**config.mk**
```make
export PLATFORM = sky130hd
export DESIGN_NAME = clamp_gain_offset_control
export DESIGN_NICKNAME = d
export VERILOG_FILES = /design/src/clamp_gain_offset_pkg.sv /design/src/serial_register_port.sv /design/src/clamp_gain_offset_control.sv
export VERILOG_INCLUDE_DIRS = /design/src /design/src/src
export SDC_FILE = /design/constraint.sdc
export NUM_CORES = 1
export LEC_CHECK = 0
export CAP_MARGIN = 20
export CORE_MARGIN = 1.5
export CORE_UTILIZATION = 55
export DETAILED_ROUTE_END_ITERATION = 12
export DONT_BUFFER_PORTS = 1
export GPL_TIMING_DRIVEN = 0
export PLACE_DENSITY = 0.77
export SKIP_LAST_GASP = 1
export SLEW_MARGIN = 20
export SYNTH_ARGS = -nofsm -noshare
export SYNTH_HDL_FRONTEND = slang
export SYNTH_SLANG_ARGS = --single-unit
```
**constraint.sdc**
```tcl
create_clock -name clk_sys_in -period 5.9 [get_ports clk_sys_in]
set_input_delay 0.295 -clock clk_sys_in [delete_from_list [all_inputs] [get_ports clk_sys_in]]
set_output_delay 0.295 -clock clk_sys_in [all_outputs]
set_load 0.05 [all_outputs]
```
**src/clamp_gain_offset_defines.svh**
```systemverilog
// register offsets, field positions, reset values and codes of the clamp/gain/offset block
`ifndef CLAMP_GAIN_OFFSET_DEFINES_SVH
`define CLAMP_GAIN_OFFSET_DEFINES_SVH

`define REG_CLAMP_START_DELAY 8'h05
`define REG_CLAMP_LENGTH 8'h06
`define REG_RED_FULL_SCALE 8'h08
`define REG_GREEN_FULL_SCALE 8'h09
`define REG_BLUE_FULL_SCALE 8'h0a
`define REG_RED_LEVEL_SHIFT 8'h0b
`define REG_GREEN_LEVEL_SHIFT 8'h0c
`define REG_BLUE_LEVEL_SHIFT 8'h0d
`define REG_SYNC_CLAMP_CONTROL 8'h0f
`define REG_CLAMP_LEVEL_THRESHOLD 8'h10

`define BIT_CLAMP_SOURCE 7
`define BIT_CLAMP_POLARITY 6
`define BIT_SYNC_FROM_GREEN 3
`define BIT_RED_MIDSCALE 1
`define BIT_BLUE_MIDSCALE 2
`define SOG_THRESH_MSB 7
`define SOG_THRESH_LSB 3
`define SYNC_CLAMP_USED_MASK 8'hc8
`define LEVEL_THRESHOLD_USED_MASK 8'hfe

`define RST_CLAMP_START_DELAY 8'h08
`define RST_CLAMP_LENGTH 8'h14
`define RST_FULL_SCALE 8'h80
`define RST_LEVEL_SHIFT 7'h40
`define RST_SYNC_CLAMP_CONTROL 8'h00
`define RST_CLAMP_LEVEL_THRESHOLD 8'h78

`define CODE_GROUND 8'h00
`define CODE_MIDSCALE 8'h80
`define SHIFT_NEG_LIMIT 7'h41
`define SHIFT_CENTRE 7'h40

// serial device address upper six bits, value arbitrary
`define SERIAL_BASE_ADDR 6'h26
`define SERIAL_BITS_PER_BYTE 4'h8

`endif

```
**src/clamp_gain_offset_pkg.sv**
```systemverilog
// types shared by the clamp/gain/offset control block
package clamp_gain_offset_pkg;

    typedef enum logic [1:0] {
        clamp_idle,
        clamp_wait,
        clamp_active
    } clamp_phase_type;

    typedef enum logic [3:0] {
        ser_idle,
        ser_addr,
        ser_ack_addr,
        ser_sub,
        ser_ack_sub,
        ser_write,
        ser_ack_write,
        ser_read,
        ser_read_ack
    } serial_state_type;

endpackage : clamp_gain_offset_pkg

```
**src/serial_register_port.sv**
```systemverilog
// 2-wire serial slave giving byte access to the register file
`timescale 1ns/100ps
`include "clamp_gain_offset_defines.svh"

module serial_register_port
    import clamp_gain_offset_pkg::*;
(
    input wire logic clk_sys_in,
    input wire logic rst_in,
    input wire logic scl_in,
    input wire logic sda_in,
    input wire logic addr_sel_in,
    output logic sda_drive_n_out,
    output logic [7:0] reg_addr_out,
    output logic wr_strobe_out,
    output logic [7:0] wr_data_out,
    input wire logic [7:0] rd_data_in
);

    serial_state_type state_r;
    logic scl_prev_r;
    logic sda_prev_r;
    logic [3:0] cnt_r;
    logic [7:0] shift_r;
    logic rw_r;
    logic nack_r;
    logic scl_rise;
    logic scl_fall;
    logic start_seen;
    logic stop_seen;

    // line history for edge and start/stop detection
    always_ff @(posedge clk_sys_in) begin
        if (rst_in) begin
            scl_prev_r <= 1'b1;
            sda_prev_r <= 1'b1;
        end else begin
            scl_prev_r <= scl_in;
            sda_prev_r <= sda_in;
        end
    end

    assign scl_rise = scl_in & ~scl_prev_r;
    assign scl_fall = ~scl_in & scl_prev_r;
    assign start_seen = scl_in & scl_prev_r & sda_prev_r & ~sda_in;
    assign stop_seen = scl_in & scl_prev_r & ~sda_prev_r & sda_in;

    // byte engine: address, sub-address, auto-incrementing data
    always_ff @(posedge clk_sys_in) begin
        if (rst_in) begin
            state_r <= ser_idle;
            cnt_r <= 4'h0;
            shift_r <= 8'h00;
            rw_r <= 1'b0;
            nack_r <= 1'b0;
            sda_drive_n_out <= 1'b1;
            reg_addr_out <= 8'h00;
            wr_strobe_out <= 1'b0;
            wr_data_out <= 8'h00;
        end else begin
            wr_strobe_out <= 1'b0;
            if (start_seen) begin
                state_r <= ser_addr;
                cnt_r <= 4'h0;
                sda_drive_n_out <= 1'b1;
            end else if (stop_seen) begin
                state_r <= ser_idle;
                sda_drive_n_out <= 1'b1;
            end else if (scl_rise) begin
                if (state_r == ser_addr || state_r == ser_sub || state_r == ser_write) begin
                    shift_r <= {shift_r[6:0], sda_in};
                    cnt_r <= cnt_r + 4'h1;
                end else if (state_r == ser_read_ack) begin
                    nack_r <= sda_in;
                end
            end else if (scl_fall) begin
                unique case (state_r)
                    ser_idle: begin
                        sda_drive_n_out <= 1'b1;
                    end
                    ser_addr: begin
                        if (cnt_r == `SERIAL_BITS_PER_BYTE) begin
                            if (shift_r[7:1] == {`SERIAL_BASE_ADDR, addr_sel_in}) begin
                                rw_r <= shift_r[0];
                                sda_drive_n_out <= 1'b0;
                                state_r <= ser_ack_addr;
                            end else begin
                                state_r <= ser_idle;
                            end
                        end
                    end
                    ser_sub: begin
                        if (cnt_r == `SERIAL_BITS_PER_BYTE) begin
                            reg_addr_out <= shift_r;
                            sda_drive_n_out <= 1'b0;
                            state_r <= ser_ack_sub;
                        end
                    end
                    ser_write: begin
                        if (cnt_r == `SERIAL_BITS_PER_BYTE) begin
                            wr_data_out <= shift_r;
                            wr_strobe_out <= 1'b1;
                            sda_drive_n_out <= 1'b0;
                            state_r <= ser_ack_write;
                        end
                    end
                    ser_ack_addr: begin
                        if (rw_r) begin
                            shift_r <= rd_data_in;
                            sda_drive_n_out <= rd_data_in[7];
                            cnt_r <= 4'h1;
                            state_r <= ser_read;
                        end else begin
                            sda_drive_n_out <= 1'b1;
                            cnt_r <= 4'h0;
                            state_r <= ser_sub;
                        end
                    end
                    ser_ack_sub: begin
                        sda_drive_n_out <= 1'b1;
                        cnt_r <= 4'h0;
                        state_r <= ser_write;
                    end
                    ser_ack_write: begin
                        reg_addr_out <= reg_addr_out + 8'h01;
                        sda_drive_n_out <= 1'b1;
                        cnt_r <= 4'h0;
                        state_r <= ser_write;
                    end
                    ser_read: begin
                        if (cnt_r == `SERIAL_BITS_PER_BYTE) begin
                            sda_drive_n_out <= 1'b1;
                            reg_addr_out <= reg_addr_out + 8'h01;
                            state_r <= ser_read_ack;
                        end else begin
                            sda_drive_n_out <= shift_r[6];
                            shift_r <= {shift_r[6:0], 1'b0};
                            cnt_r <= cnt_r + 4'h1;
                        end
                    end
                    ser_read_ack: begin
                        if (nack_r) begin
                            state_r <= ser_idle;
                        end else begin
                            shift_r <= rd_data_in;
                            sda_drive_n_out <= rd_data_in[7];
                            cnt_r <= 4'h1;
                            state_r <= ser_read;
                        end
                    end
                endcase
            end
        end
    end

endmodule : serial_register_port

```
**src/clamp_gain_offset_control.sv**
```systemverilog
// clamp timing, clamp level, gain, offset and sync slicer settings of a triple video adc
`timescale 1ns/100ps
`include "clamp_gain_offset_defines.svh"

// Summary of operation
// with ground clamping the clamp target code during the clamp interval is 0x00.
// with the clamp source bit at one the clamp follows the external clamp pin.
// the external clamp pin's active level is chosen by bit 6 of sync_clamp_control.
// internal clamp starts the placement count of pixel periods after hsync's trailing edge.
// internal clamp lasts the duration count of pixel periods from register 0x06.
// software should begin with placement 0x08 and duration 0x14.
// a midscale-selected channel clamps to code 0x80 instead of 0x00.
// red and blue have own midscale select bits at bits 1 and 2 of clamp_level_threshold_control.
// three 8-bit full-scale registers sit at 0x08, 0x09, 0x0A for red, green, blue.
// a larger full-scale value widens the input range and lowers contrast.
// three 7-bit offset registers sit at 0x0B, 0x0C, 0x0D for red, green, blue.
// offset moves the level up to 63 lsb either way, step scaling with full scale.
// the sync-on-green slicer threshold is a field of clamp_level_threshold_control.
// sync taken from the green input is always treated as negative polarity.
// placement and duration counters restart on each hsync trailing edge.
// with the clamp source bit at zero the external pin is ignored.
module clamp_gain_offset_control
    import clamp_gain_offset_pkg::*;
(
    input wire logic clk_sys_in,
    input wire logic rst_in,
    input wire logic scl_in,
    input wire logic sda_in,
    input wire logic serial_addr_sel_in,
    output logic sda_out,
    output logic sda_drive_n_out,
    input wire logic hsync_in,
    input wire logic green_sync_input_in,
    input wire logic ext_clamp_in,
    output logic clamp_out,
    output logic [7:0] clamp_code_out [3],
    output logic [7:0] full_scale_out [3],
    output logic [6:0] level_shift_out [3],
    output logic [6:0] shift_lsb_out [3],
    output logic [4:0] sog_threshold_out
);

    logic [7:0] reg_addr;
    logic wr_strobe;
    logic [7:0] wr_data;
    logic [7:0] rd_data;
    logic [7:0] clamp_start_delay_r;
    logic [7:0] clamp_length_r;
    logic [7:0] full_scale_r [3];
    logic [6:0] level_shift_r [3];
    logic [7:0] sync_clamp_control_r;
    logic [7:0] clamp_level_threshold_r;
    logic [2:0] midscale_sel;
    logic [7:0] clamp_code_r [3];
    logic [6:0] shift_lsb_r [3];
    logic clamp_src_ext;
    logic clamp_pol_low;
    logic sync_level;
    logic sync_prev_r;
    logic edge_w;
    clamp_phase_type phase_r;
    logic [7:0] phase_cnt_r;
    logic internal_clamp;
    logic [8:0] since_edge_r;
    logic [8:0] act_run_r;

    serial_register_port u_serial (
        .clk_sys_in(clk_sys_in),
        .rst_in(rst_in),
        .scl_in(scl_in),
        .sda_in(sda_in),
        .addr_sel_in(serial_addr_sel_in),
        .sda_drive_n_out(sda_drive_n_out),
        .reg_addr_out(reg_addr),
        .wr_strobe_out(wr_strobe),
        .wr_data_out(wr_data),
        .rd_data_in(rd_data)
    );

    // open-drain data pin only ever pulls low
    always_ff @(posedge clk_sys_in) begin
        sda_out <= 1'b0;
    end

    // clamp timing registers
    always_ff @(posedge clk_sys_in) begin
        if (rst_in) begin
            clamp_start_delay_r <= `RST_CLAMP_START_DELAY;
            clamp_length_r <= `RST_CLAMP_LENGTH;
        end else if (wr_strobe) begin
            if (reg_addr == `REG_CLAMP_START_DELAY) begin
                clamp_start_delay_r <= wr_data;
            end
            if (reg_addr == `REG_CLAMP_LENGTH) begin
                clamp_length_r <= wr_data;
            end
        end
    end

    // control registers
    always_ff @(posedge clk_sys_in) begin
        if (rst_in) begin
            sync_clamp_control_r <= `RST_SYNC_CLAMP_CONTROL;
            clamp_level_threshold_r <= `RST_CLAMP_LEVEL_THRESHOLD;
        end else if (wr_strobe) begin
            if (reg_addr == `REG_SYNC_CLAMP_CONTROL) begin
                sync_clamp_control_r <= wr_data & `SYNC_CLAMP_USED_MASK;
            end
            if (reg_addr == `REG_CLAMP_LEVEL_THRESHOLD) begin
                clamp_level_threshold_r <= wr_data & `LEVEL_THRESHOLD_USED_MASK;
            end
        end
    end

    assign clamp_src_ext = sync_clamp_control_r[`BIT_CLAMP_SOURCE];
    assign clamp_pol_low = sync_clamp_control_r[`BIT_CLAMP_POLARITY];
    assign midscale_sel = {clamp_level_threshold_r[`BIT_BLUE_MIDSCALE], 1'b0,
                           clamp_level_threshold_r[`BIT_RED_MIDSCALE]};

    // per-channel full scale, offset and clamp level
    generate
        for (genvar ch = 0; ch < 3; ch++) begin : g_chan
            always_ff @(posedge clk_sys_in) begin
                if (rst_in) begin
                    full_scale_r[ch] <= `RST_FULL_SCALE;
                    level_shift_r[ch] <= `RST_LEVEL_SHIFT;
                end else if (wr_strobe) begin
                    if (reg_addr == 8'(`REG_RED_FULL_SCALE + ch)) begin
                        full_scale_r[ch] <= wr_data;
                    end
                    if (reg_addr == 8'(`REG_RED_LEVEL_SHIFT + ch)) begin
                        level_shift_r[ch] <= wr_data[6:0];
                    end
                end
            end

            // signed shift, lowest code saturates at minus 63
            always_ff @(posedge clk_sys_in) begin
                if (rst_in) begin
                    shift_lsb_r[ch] <= 7'h00;
                    clamp_code_r[ch] <= `CODE_GROUND;
                end else begin
                    shift_lsb_r[ch] <= (level_shift_r[ch] == 7'h00) ? `SHIFT_NEG_LIMIT :
                                       7'(level_shift_r[ch] - `SHIFT_CENTRE);
                    clamp_code_r[ch] <= midscale_sel[ch] ? `CODE_MIDSCALE
                                                         : `CODE_GROUND;
                end
            end

            assign full_scale_out[ch] = full_scale_r[ch];
            assign level_shift_out[ch] = level_shift_r[ch];
            assign shift_lsb_out[ch] = shift_lsb_r[ch];
            assign clamp_code_out[ch] = clamp_code_r[ch];
        end
    endgenerate

    assign sog_threshold_out = clamp_level_threshold_r[`SOG_THRESH_MSB:`SOG_THRESH_LSB];

    // register readback, unmapped reads return zero
    always_comb begin
        unique case (reg_addr)
            `REG_CLAMP_START_DELAY: rd_data = clamp_start_delay_r;
            `REG_CLAMP_LENGTH: rd_data = clamp_length_r;
            `REG_RED_FULL_SCALE: rd_data = full_scale_r[0];
            `REG_GREEN_FULL_SCALE: rd_data = full_scale_r[1];
            `REG_BLUE_FULL_SCALE: rd_data = full_scale_r[2];
            `REG_RED_LEVEL_SHIFT: rd_data = {1'b0, level_shift_r[0]};
            `REG_GREEN_LEVEL_SHIFT: rd_data = {1'b0, level_shift_r[1]};
            `REG_BLUE_LEVEL_SHIFT: rd_data = {1'b0, level_shift_r[2]};
            `REG_SYNC_CLAMP_CONTROL: rd_data = sync_clamp_control_r;
            `REG_CLAMP_LEVEL_THRESHOLD: rd_data = clamp_level_threshold_r;
            default: rd_data = 8'h00;
        endcase
    end

    // green sync is active low, hsync input active high
    assign sync_level = sync_clamp_control_r[`BIT_SYNC_FROM_GREEN] ? ~green_sync_input_in
                                                                   : hsync_in;

    always_ff @(posedge clk_sys_in) begin
        if (rst_in) begin
            sync_prev_r <= 1'b0;
        end else begin
            sync_prev_r <= sync_level;
        end
    end

    assign edge_w = sync_prev_r & ~sync_level;

    // placement then duration counter, restarted every line
    always_ff @(posedge clk_sys_in) begin
        if (rst_in) begin
            phase_r <= clamp_idle;
            phase_cnt_r <= 8'h00;
        end else if (edge_w) begin
            phase_cnt_r <= 8'h01;
            if (clamp_start_delay_r != 8'h00) begin
                phase_r <= clamp_wait;
            end else if (clamp_length_r != 8'h00) begin
                phase_r <= clamp_active;
            end else begin
                phase_r <= clamp_idle;
            end
        end else begin
            unique case (phase_r)
                clamp_idle: begin
                    phase_cnt_r <= 8'h00;
                end
                clamp_wait: begin
                    if (phase_cnt_r == clamp_start_delay_r) begin
                        phase_cnt_r <= 8'h01;
                        phase_r <= (clamp_length_r != 8'h00) ? clamp_active : clamp_idle;
                    end else begin
                        phase_cnt_r <= phase_cnt_r + 8'h01;
                    end
                end
                clamp_active: begin
                    if (phase_cnt_r >= clamp_length_r) begin
                        phase_r <= clamp_idle;
                    end else begin
                        phase_cnt_r <= phase_cnt_r + 8'h01;
                    end
                end
                default: begin
                    phase_r <= clamp_idle;
                end
            endcase
        end
    end

    assign internal_clamp = (phase_r == clamp_active);

    // clamp source and polarity
    always_ff @(posedge clk_sys_in) begin
        if (rst_in) begin
            clamp_out <= 1'b0;
        end else if (clamp_src_ext) begin
            clamp_out <= ext_clamp_in ^ clamp_pol_low;
        end else begin
            clamp_out <= internal_clamp;
        end
    end

    // helper counters for checking
    always_ff @(posedge clk_sys_in) begin
        if (rst_in) begin
            since_edge_r <= 9'h000;
            act_run_r <= 9'h000;
        end else begin
            since_edge_r <= edge_w ? 9'h000 :
                            (since_edge_r == 9'h1ff) ? since_edge_r : since_edge_r + 9'h001;
            act_run_r <= (internal_clamp && !edge_w) ? act_run_r + 9'h001 : 9'h000;
        end
    end
endmodule : clamp_gain_offset_control

```
Yosys cells after proc, flatten, opt, wreduce, memory -nomap -nowiden
Memory sizes are Yosys's and may differ from the RTL's.
Index checks and enable logic that the tools add are counted.
- bits in registers: 76
- bits in writable memories: 90
- bits of input ports: 8
- output and inout port bits: 98
- word-level logic and storage cells: 244
- memories kept: 4
- $add $sub $neg: 6
- order comparisons: 1
- equality and inequality tests: 44
- multiplexer cells: 94
- bitwise operators: 33
- reduce and logical (&&, ||, !) cells: 41
- memory list (name ; words ; bits a word ; read ports ; clocked after Yosys merged registers in ; write ports ; RTL line ; text):
    clamp_code_r ; 3 ; 8 ; 3 ; 0 ; 3 ; clamp_gain_offset_control.sv:54 ; logic [7:0] clamp_code_r [3];
    full_scale_r ; 3 ; 8 ; 3 ; 0 ; 3 ; clamp_gain_offset_control.sv:49 ; logic [7:0] full_scale_r [3];
    level_shift_r ; 3 ; 7 ; 3 ; 0 ; 3 ; clamp_gain_offset_control.sv:50 ; logic [6:0] level_shift_r [3];
    shift_lsb_r ; 3 ; 7 ; 3 ; 0 ; 3 ; clamp_gain_offset_control.sv:55 ; logic [6:0] shift_lsb_r [3];
- operator list (cell ; count):
    2-to-1 mux 8 bit ; 18
    one-hot mux 8 bit (10 select lines) ; 1
    one-hot mux 8 bit (3 select lines) ; 3
    2-to-1 mux 7 bit ; 9
    equality test 8 x 4 -> 1 bit, second input constant ; 7
    2-to-1 mux 1 bit ; 42
    2-to-1 mux 4 bit ; 9
    one-hot mux 4 bit (7 select lines) ; 1
    AND reduction 7 bit ; 4
    logical NOT 7 bit ; 3
    subtractor 7 bit, second input constant ; 3
    AND reduction 6 bit ; 3
    adder 8 x 1 -> 8 bit, second input constant ; 2
    equality test 4 x 3 -> 1 bit, second input constant ; 4
    equality test 8 x 3 -> 1 bit, second input constant ; 2
    != test 2 bit, second input constant ; 8
    one-hot mux 4 bit (4 select lines) ; 1
    nonzero test 8 bit ; 2
    2-to-1 mux 2 bit ; 6
    != test 3 bit, second input constant ; 4
    != test 4 x 2 -> 1 bit, second input constant ; 3
    inverter 1 bit ; 12
    bitwise OR 1 bit ; 12
    AND reduction 2 bit ; 6
    other kinds (34) ; 54

Logic depth before layout (Yosys ltp)
Gate-level depths: netlist of the first run.
- depth after elaboration: 8
- mapped depth: 10
- mapped depth without buffers: 8

Hierarchy
A second synthesis of the first run with hierarchy kept.
- cells, all modules: 773
- area total of the unflattened synthesis: 7415.9 um^2
- modules (own cells, without submodules) (module ; instances ; cells each ; area an instance (um^2) ; seq. area each (um^2)):
    clamp_gain_offset_control ; 1 ; 504 ; 5186.2 ; 2572.5
    serial_register_port ; 1 ; 269 ; 2229.6 ; 760.7

Worst setup path before layout of the first run
Ideal clock, no wire load.
- path kind: reg-to-reg
- from: register phase_cnt_r[0]
- to: register phase_cnt_r[3]
- library setup time: 0.125 ns
- arrival time: 1.989 ns
- data required time: 5.775 ns
- slack: 3.786 ns
- stages on the path, launching flop included: 9
- buffers on the path: 0
- clock period less this slack: 2.114 ns
- path through: dfxtp_1 > inv_1 > ha_1 > nand2b_1 > a2111o_1 > a31oi_1 > a21boi_0 > o2bb2a_1 > o31ai_1
- cells in the longest elaborated chain, start to end: 3
- elaborated cells between the ends (all ways): 8
- those cells by class: add/sub (1); order compare (1); eq/ne (2); mux (3); reduce/logical (1)
- RTL lines (element ; RTL line ; text):
    start, declared ; clamp_gain_offset_control.sv:62 ; logic [7:0] phase_cnt_r;
    start signal, assigned ; clamp_gain_offset_control.sv:214 ; phase_cnt_r <= phase_cnt_r + 8'h01;
    start signal, assigned ; clamp_gain_offset_control.sv:221 ; phase_cnt_r <= phase_cnt_r + 8'h01;
    adder 8 x 1 -> 8 bit (tied with other cells) ; clamp_gain_offset_control.sv:214, clamp_gain_offset_control.sv:221 ;
    2-to-1 mux 8 bit (tied with other cells) ; clamp_gain_offset_control.sv:218 ; if (phase_cnt_r >= clamp_length_r) begin
    one-hot mux 8 bit (3 select lines) / AND reduction 2 bit (equally long branches) ; n/a ;
Parallel ways exist; a longest one is shown, timed or not. The select of a mux whose other input is x is not followed.
A chain may end at the register's enable or synchronous reset.

Worst setup path in the final report of the first run
- from: register u_serial.reg_addr_out[0]
- to: register u_serial.shift_r[1]
- cells in the longest elaborated chain, start to end: 6
- elaborated cells between the ends (all ways): 16
- those cells by class: eq/ne (10); mux (6)
- RTL lines (element ; RTL line ; text):
    start, declared ; serial_register_port.sv:14 ; output logic [7:0] reg_addr_out,
    start signal, assigned ; serial_register_port.sv:94 ; reg_addr_out <= shift_r;
    start signal, assigned ; serial_register_port.sv:125 ; reg_addr_out <= reg_addr_out + 8'h01;
    start signal, assigned ; serial_register_port.sv:133 ; reg_addr_out <= reg_addr_out + 8'h01;
    equality test 8 x 5 -> 1 bit (tied with other cells) ; clamp_gain_offset_control.sv:161 ; unique case (reg_addr)
    one-hot mux 8 bit (10 select lines) (*) ; clamp_gain_offset_control.sv:161 ;
    2-to-1 mux 8 bit (on tied branches) ; serial_register_port.sv:142, serial_register_port.sv:108 ;
    one-hot mux 8 bit (3 select lines) (*) ; serial_register_port.sv:77 ; unique case (state_r)
    2-to-1 mux 8 bit (*) ; serial_register_port.sv:76 ; end else if (scl_fall) begin
    2-to-1 mux 8 bit (*) ; serial_register_port.sv:69 ; end else if (scl_rise) begin
    end signal, assigned ; serial_register_port.sv:71 ; shift_r <= {shift_r[6:0], sda_in};
    end signal, assigned ; serial_register_port.sv:137 ; shift_r <= {shift_r[6:0], 1'b0};
    end signal, assigned ; serial_register_port.sv:145 ; shift_r <= rd_data_in;
    end, declared ; serial_register_port.sv:24 ; logic [7:0] shift_r;
Every way passes the cells marked *; elsewhere a longest branch is shown, timed or not. The select of a mux whose other input is x is not followed.

==> results.json, run 1 <==
{
  "count_of_pins_on_the_block_boundary": 106,
  "antenna_violations_before_repair": 0,
  "timing_max_transition_violations_final": 0,
  "insertion_delay_to_the_later_sink_of_the_worst_skew_pair_ns": 0.43,
  "drt_first_iter_violations": 902,
  "syn-mean-instance-area_um2": 9.16,
  "clk_transition_reported_paths_ns": 0.06,
  "cts_tree": "done",
  "die_area_mm2": 0.0144,
  "synthDistinctLibCells": 77,
  "end_kind": "register",
  "final_antenna_violating_net_count": 0,
  "internal_power_mw": 1.72,
  "floorplan.die.height_um": 120,
  "max_cap_viol": 0,
  "instance_count_of_the_mapped_netlist": 824,
  "synth-main-ff-cell": "dfxtp_1",
  "max-slew-margin-rel_pct": 44.1,
  "synth-edff-count": 45,
  "synth_warnings": 0,
  "rsz0062_at_grt": "no",
  "dp_hpwl_um": 15300,
  "fraction_of_registers_with_async_set_reset_pct": 0,
  "netlist_area_mm2": 0.00755,
  "finalClockSkew_ns": 0.00817,
  "dr.pass1.iters": 8,
  "power.combinational.fraction_pct": 5.6,
  "crit_path_max_fanout": 10,
  "finalSetupTns_ns": 0,
  "layoutNonFillerInstCount": 1056,
  "switching_power_uw": 642,
  "post-place-ws_ns": 3.38,
  "global_route.usage.total_pct": 30.5,
  "hold_removal_path_class": "input port to register",
  "vdd_ir_drop_max_v": 0.000225,
  "drcViolationCount": 0,
  "clock_tree.buffer_depth": 2,
  "overflow": 0,
  "worstPathRequired_ns": 6.19,
  "nets": 898,
  "total_leakage_power_nw": 3.18,
  "post-synth-top-area-fraction_pct": 26.3,
  "core_region_area_mm2": 0.0133,
  "drt-total-wl_um": 21600,
  "place_congestion": 0.985,
  "first_global_vias": 5819,
  "htree_levels": 4,
  "layout_worst_path_cycle_share_pct": 45.2,
  "path_class": "register to register",
  "tritoncts.num_buffers": 17,
  "initial_utilization_pct": 56.8,
  "max_clock_freq_ghz": 0.375,
  "synth.area.top_cells": "dfxtp_1 (26%), edfxtp_1 (18%), nor2_1 (4.2%)",
  "power.switching_fraction_pct": 27.2,
  "power_density_mw_per_mm2": 279,
  "total_power_mw": 2.36,
  "port-buffer-count": 0,
  "period_minus_slack_ns": 2.67,
  "setup_viol": 0,
  "synth-seq-cells": 144,
  "setup_slack_ns": 3.23,
  "num_vias": 6570,
  "yosys.area.top_type": "dfxtp_1",
  "wire_per_inst_um": 20.5,
  "run_status": "completed",
  "share_clk_of_total_power_pct": 45.1,
  "drive_above_1_share_pct": 10.3,
  "root_buffer": "clkbuf_16",
  "number_of_hold_violations_in_the_final_report": 0,
  "fp.dieW_um": 120,
  "area.growth.synth_to_final_pct": 11.9,
  "num_rows": 42,
  "numPlacedInstances": 1022,
  "diodes": 0,
  "grt_first_pass_wirelength_um": 33400,
  "clock_sink_count": 144,
  "seq_area_frac_synth_pct": 44.2,
  "arrival_ns": 2.95,
  "grt_max_degree": 17,
  "avgViaCountPerCell": 6.22,
  "sequential_group_share_of_total_power_pct": 49.4,
  "worstMarginPinSlew_ns": 0.839,
  "startpoint_class": "register"
}
## per-layer routing
metal	part of all wire [%]	track usage (%)
met5	0	0
met4	2.6	10.3
met3	11	9.51
met2	46	46.0
met1	41	41.5
## layout by cell type, fill, tap and decap left out, types with 14 or more instances in the layout
master and count:
a21oi_1 37, a22oi_1 16, and2_1 25, buf_4 28, clkbuf_1 38, clkbuf_16 17, conb_1 23, dfxtp_1 99
edfxtp_1 45, ha_1 23, inv_1 32, mux2i_1 30, nand2_1 55, nand2b_1 14, nand3_1 30, nor2_1 84
nor2b_1 20, nor3_1 24, nor4_1 16, o21ai_0 29
## critical path, cell delays in order (launching register included)
cell and delay, ns:
dfxtp_1 0.45, inv_1 0.10, ha_1 0.25, clkbuf_1 0.26
nand2_1 0.35, o32ai_1 0.14, a2111oi_0 0.61, a2bb2oi_1 0.27
a211oi_2 0.09
## synthesized netlist by cell type, types with 5 or more instances
library cell,instances
dfxtp_1,99
nor2_1,84
nand2_1,55
edfxtp_1,45
a21oi_1,37
clkbuf_1,35
inv_1,32
mux2i_1,30
nand3_1,30
o21ai_0,29
buf_4,28
and2_1,25
nor3_1,24
ha_1,23
nor2b_1,20
a22oi_1,16
nor4_1,16
nand2b_1,14
o22ai_1,12
and3_1,11
a31oi_1,10
xor2_1,9
a31o_2,7
buf_2,7
o31ai_1,7
a211o_1,6
a21boi_0,6
nand3b_1,6
or2_2,6
or3_1,6
a211oi_1,5
a21o_1,5
a311oi_1,5
o2bb2a_1,5
## power groups by stage
stage          logic, mW  clock network (mW)  registers (mW)
3_5_place_dp       0.127                   0            1.19
3_3_place_gp       0.126                   0            1.18
2_1_floorplan      0.108                   0            1.17
5_1_grt            0.141                1.12            1.17
6_report           0.131                1.06            1.16
4_1_cts            0.129                1.07            1.16
## cells by family (layout without fill, tap and decap cells)
| kind of cell | count (synthesis) | after routing | synth area share, % |
|---|---|---|---|
| compound gates | 183 | 183 | 17.2 |
| mux | 30 | 30 | 3.98 |
| buf+inv | 110 | 144 | 7.18 |
| other cells | 1 | 23 | 0.0497 |
| xor+xnor | 11 | 11 | 1.28 |
| fa+ha+maj | 23 | 23 | 3.81 |
| flops | 144 | 144 | 44.2 |
| simple gates | 322 | 322 | 22.3 |
## flip-flops by register name, summed over array words and instances, names as in the netlist, 3 cells and up
| register | cells |
|---|---|
| u_serial.reg_addr_out | 8 |
| full_scale_r | 24 |
| shift_lsb_r | 21 |
| clamp_start_delay_r | 8 |
| level_shift_r | 21 |
| phase_cnt_r | 8 |
| clamp_level_threshold_r | 7 |
| sync_clamp_control_r | 3 |
| u_serial.cnt_r | 4 |
| u_serial.shift_r | 8 |
| u_serial.state_r | 4 |
| clamp_length_r | 8 |
| u_serial.wr_data_out | 8 |
## timing repair
item / 4_1_cts / 5_1_grt
hold buffers: 2 / 0
resized for setup: 0 / 0
endpoints found under the setup margin: 0 / 0
endpoints found under the hold margin: 2 / 0
buffers inserted: 0 / 0
## path summary, 6_finish.rpt
path / depth (start not counted) / startpoint / slack, ns / end
worst max-delay path: 8 / u_serial.reg_addr_out[0]$_SDFFE_PP0P_ / 3.23 / u_serial.shift_r[1]$_SDFFE_PP0P_
worst min-delay path: 2 / sda_in / 0.03 / u_serial.nack_r$_SDFFE_PP0P_
worst max register to register: 8 / u_serial.reg_addr_out[0]$_SDFFE_PP0P_ / 3.23 / u_serial.shift_r[1]$_SDFFE_PP0P_
worst min register to register: 2 / clamp_level_threshold_r[1]$_SDFFE_PP0P_ / 0.49 / clamp_level_threshold_r[1]$_SDFFE_PP0P_
## through the flow
step	hold slack, ns	area (um^2)	utilization (%)
global route	0.0327	8440	63.5
finish	0.0327	8440	63.5
detailed placement	0.404	7850	59.0
global placement	0.402	7850	59.0
CTS	0.0288	8440	63.5
floorplan	0.402	7630	-
## layout make-up
type,instances,area (um^2)
Tap cell,176,220
Clock buffer,20,437
Fill cell,1143,4850
Clock inverter,12,135
Timing Repair Buffer,2,20.0
Inverter,34,128
Sequential cell,144,3330
Buffer,76,414
Multi-Input combinational cell,592,3750
No activity file was read; power rests on OpenSTA's default activity.
==> inputs of run 2 (changes only) <==
==> constraint.sdc (replaced) <==
create_clock -name clk_sys_in -period 2.67 [get_ports clk_sys_in]
set_input_delay 0.1335 -clock clk_sys_in [delete_from_list [all_inputs] [get_ports clk_sys_in]]
set_output_delay 0.1335 -clock clk_sys_in [all_outputs]
set_load 0.05 [all_outputs]
==> run 2 against run 1 <==
  * Clock power grew 120%
  * Critical path depth down 1
  * Via count about the same
  * Worst hold slack improved by 0.017 ns
  * Power rose by 120%
  * Clock skew grew 0.0046 ns
==> results.json, run 2 (same netlist as run 1, synthesis figures left out) <==
{
  "drt_first_iter_violations": 918,
  "port-buffer-count": 0,
  "wire_per_inst_um": 20.5,
  "tritoncts.num_buffers": 17,
  "power_density_mw_per_mm2": 614,
  "worstMarginPinSlew_ns": 0.806,
  "setup_slack_ns": 0.0980,
  "max_cap_viol": 0,
  "max_flop_register": "full_scale_r",
  "total_leakage_power_nw": 3.20,
  "num_vias": 6576,
  "hold_removal_path_class": "input port to register",
  "core_region_area_mm2": 0.0133,
  "end_kind": "register",
  "post_dp_cell_area_mm2": 0.00785,
  "max_clock_freq_ghz": 0.389,
  "layout.cells.most_common": "dfxtp_1",
  "post-place-ws_ns": 0.154,
  "fillerInstances": 1137,
  "diodes": 0,
  "worstSetupStartpoint": "u_serial.reg_addr_out[7]$_SDFFE_PP0P_",
  "antenna_violations_before_repair": 0,
  "drcViolationCount": 0,
  "grt_first_pass_wirelength_um": 33400,
  "period_minus_slack_ns": 2.57,
  "layout_common_cells": "dfxtp_1 (99), nor2_1 (84), nand2_1 (54)",
  "rsz0062_at_grt": "yes",
  "htree_levels": 4,
  "crit_path_max_fanout": 10,
  "root_buffer": "clkbuf_16",
  "floorplan.die.height_um": 120,
  "fp.dieW_um": 120,
  "clock_tree.buffer_depth": 2,
  "number_of_hold_violations_in_the_final_report": 0,
  "insertion_delay_to_the_later_sink_of_the_worst_skew_pair_ns": 0.43,
  "global_route.usage.total_pct": 30.5,
  "clock_sink_count": 144,
  "drt-total-wl_um": 21700,
  "count_of_pins_on_the_block_boundary": 106,
  "vdd_ir_drop_max_v": 0.000495,
  "nets": 902,
  "worstPathRequired_ns": 3.02,
  "initial_utilization_pct": 56.8,
  "arrival_ns": 2.92,
  "avgViaCountPerCell": 6.20,
  "fin_area_mm2": 0.00849,
  "die_area_mm2": 0.0144,
  "critical_path.max_stage_delay_ns": 0.71,
  "finalSetupTns_ns": 0,
  "total_power_mw": 5.22,
  "first_global_vias": 5843,
  "cpMaxStageDelayCell": "nor4_4",
  "drive_above_1_share_pct": 10.4,
  "dr.pass1.iters": 6,
  "path_cells": "nor4_4 > nand2_2 > buf_2 > o22ai_1 > a21oi_1 > a31o_2 > a311oi_2",
  "timing.rr.start": "u_serial.reg_addr_out[7]$_SDFFE_PP0P_",
  "final_antenna_violating_net_count": 0,
  "place_congestion": 0.985,
  "setup_viol": 0,
  "min-delay-start": "sda_in",
  "area.growth.synth_to_final_pct": 12.5,
  "startpoint_class": "register",
  "finalClockSkew_ns": 0.0127,
  "multiInputGateArea_mm2": 0.00377,
  "max-slew-margin-rel_pct": 46.2,
  "timing_max_transition_violations_final": 0,
  "dp_hpwl_um": 15300,
  "top_regs": "full_scale_r x24, level_shift_r x21, shift_lsb_r x21",
  "run_status": "completed",
  "num_rows": 42,
  "clk_transition_reported_paths_ns": 0.06,
  "layout_worst_path_cycle_share_pct": 96.3,
  "regArea_mm2": 0.00333,
  "grt_max_degree": 17,
  "cts_tree": "done",
  "finalCoreUtilization_pct": 63.9,
  "overflow": 0,
  "path_class": "register to register",
  "max_ffs_per_register": 24
}
==> run 2: layout make-up <==
cell class	count	share of cell area (%)
Multi-Input combinational cell	592	44.4
Sequential cell	144	39.2
Clock buffer	20	5.14
Buffer	76	4.88
Tap cell	176	2.59
Clock inverter	12	1.59
Inverter	34	1.50
Timing Repair Buffer	6	0.707
==> run 2: critical path: cells and delay by family, from the launching register on <==
family	cells	cell delay, ns
buf+inv	1	0.29
simple gates	2	1.04
flops	1	0.37
compound gates	4	0.79
==> run 2: routing by layer <==
| metal | wire length [um] | vias to the layer above | GRT usage, % |
|---|---|---|---|
| met4 | 498 | 0 | 10.3 |
| met2 | 9960 | 397 | 46.2 |
| met5 | 0 | - | 0 |
| met1 | 8820 | 3120 | 41.5 |
| met3 | 2400 | 38 | 9.51 |
| li1 | - | 3021 | - |
==> run 2: what timing repair did <==
action | CTS | global route
gates resized for setup | 0 | 4
hold buffers | 6 | 0
setup buffers | 0 | 0
endpoints found under the hold margin | 9 | 0
endpoints found under the setup margin | 0 | 10
==> run 2: power by group <==
| group | internal, mW | switching (mW) | total (mW) | leakage, nW |
|---|---|---|---|---|
| combinational | 0.0963 | 0.200 | 0.296 | 1.70 |
| clock | 1.38 | 0.971 | 2.35 | 0.267 |
| sequential | 2.32 | 0.251 | 2.57 | 1.23 |
==> run 2: path summary, 6_finish.rpt <==
path                                             end  slack (ns)  depth (start not counted)
min                 u_serial.shift_r[0]$_SDFFE_PP0P_        0.05                          3
max reg2reg         u_serial.shift_r[5]$_SDFFE_PP0P_         0.1                          7
max                 u_serial.shift_r[5]$_SDFFE_PP0P_         0.1                          7
min reg2reg  clamp_level_threshold_r[1]$_SDFFE_PP0P_        0.48                          2
==> run 2: per-stage QoR <==
step	instances	hold WS (ns)
global route	1060	0.0501
global placement	1022	0.241
detailed placement	1022	0.242
finish	1060	0.0496
CTS	1060	0.0336
floorplan	846	0.240
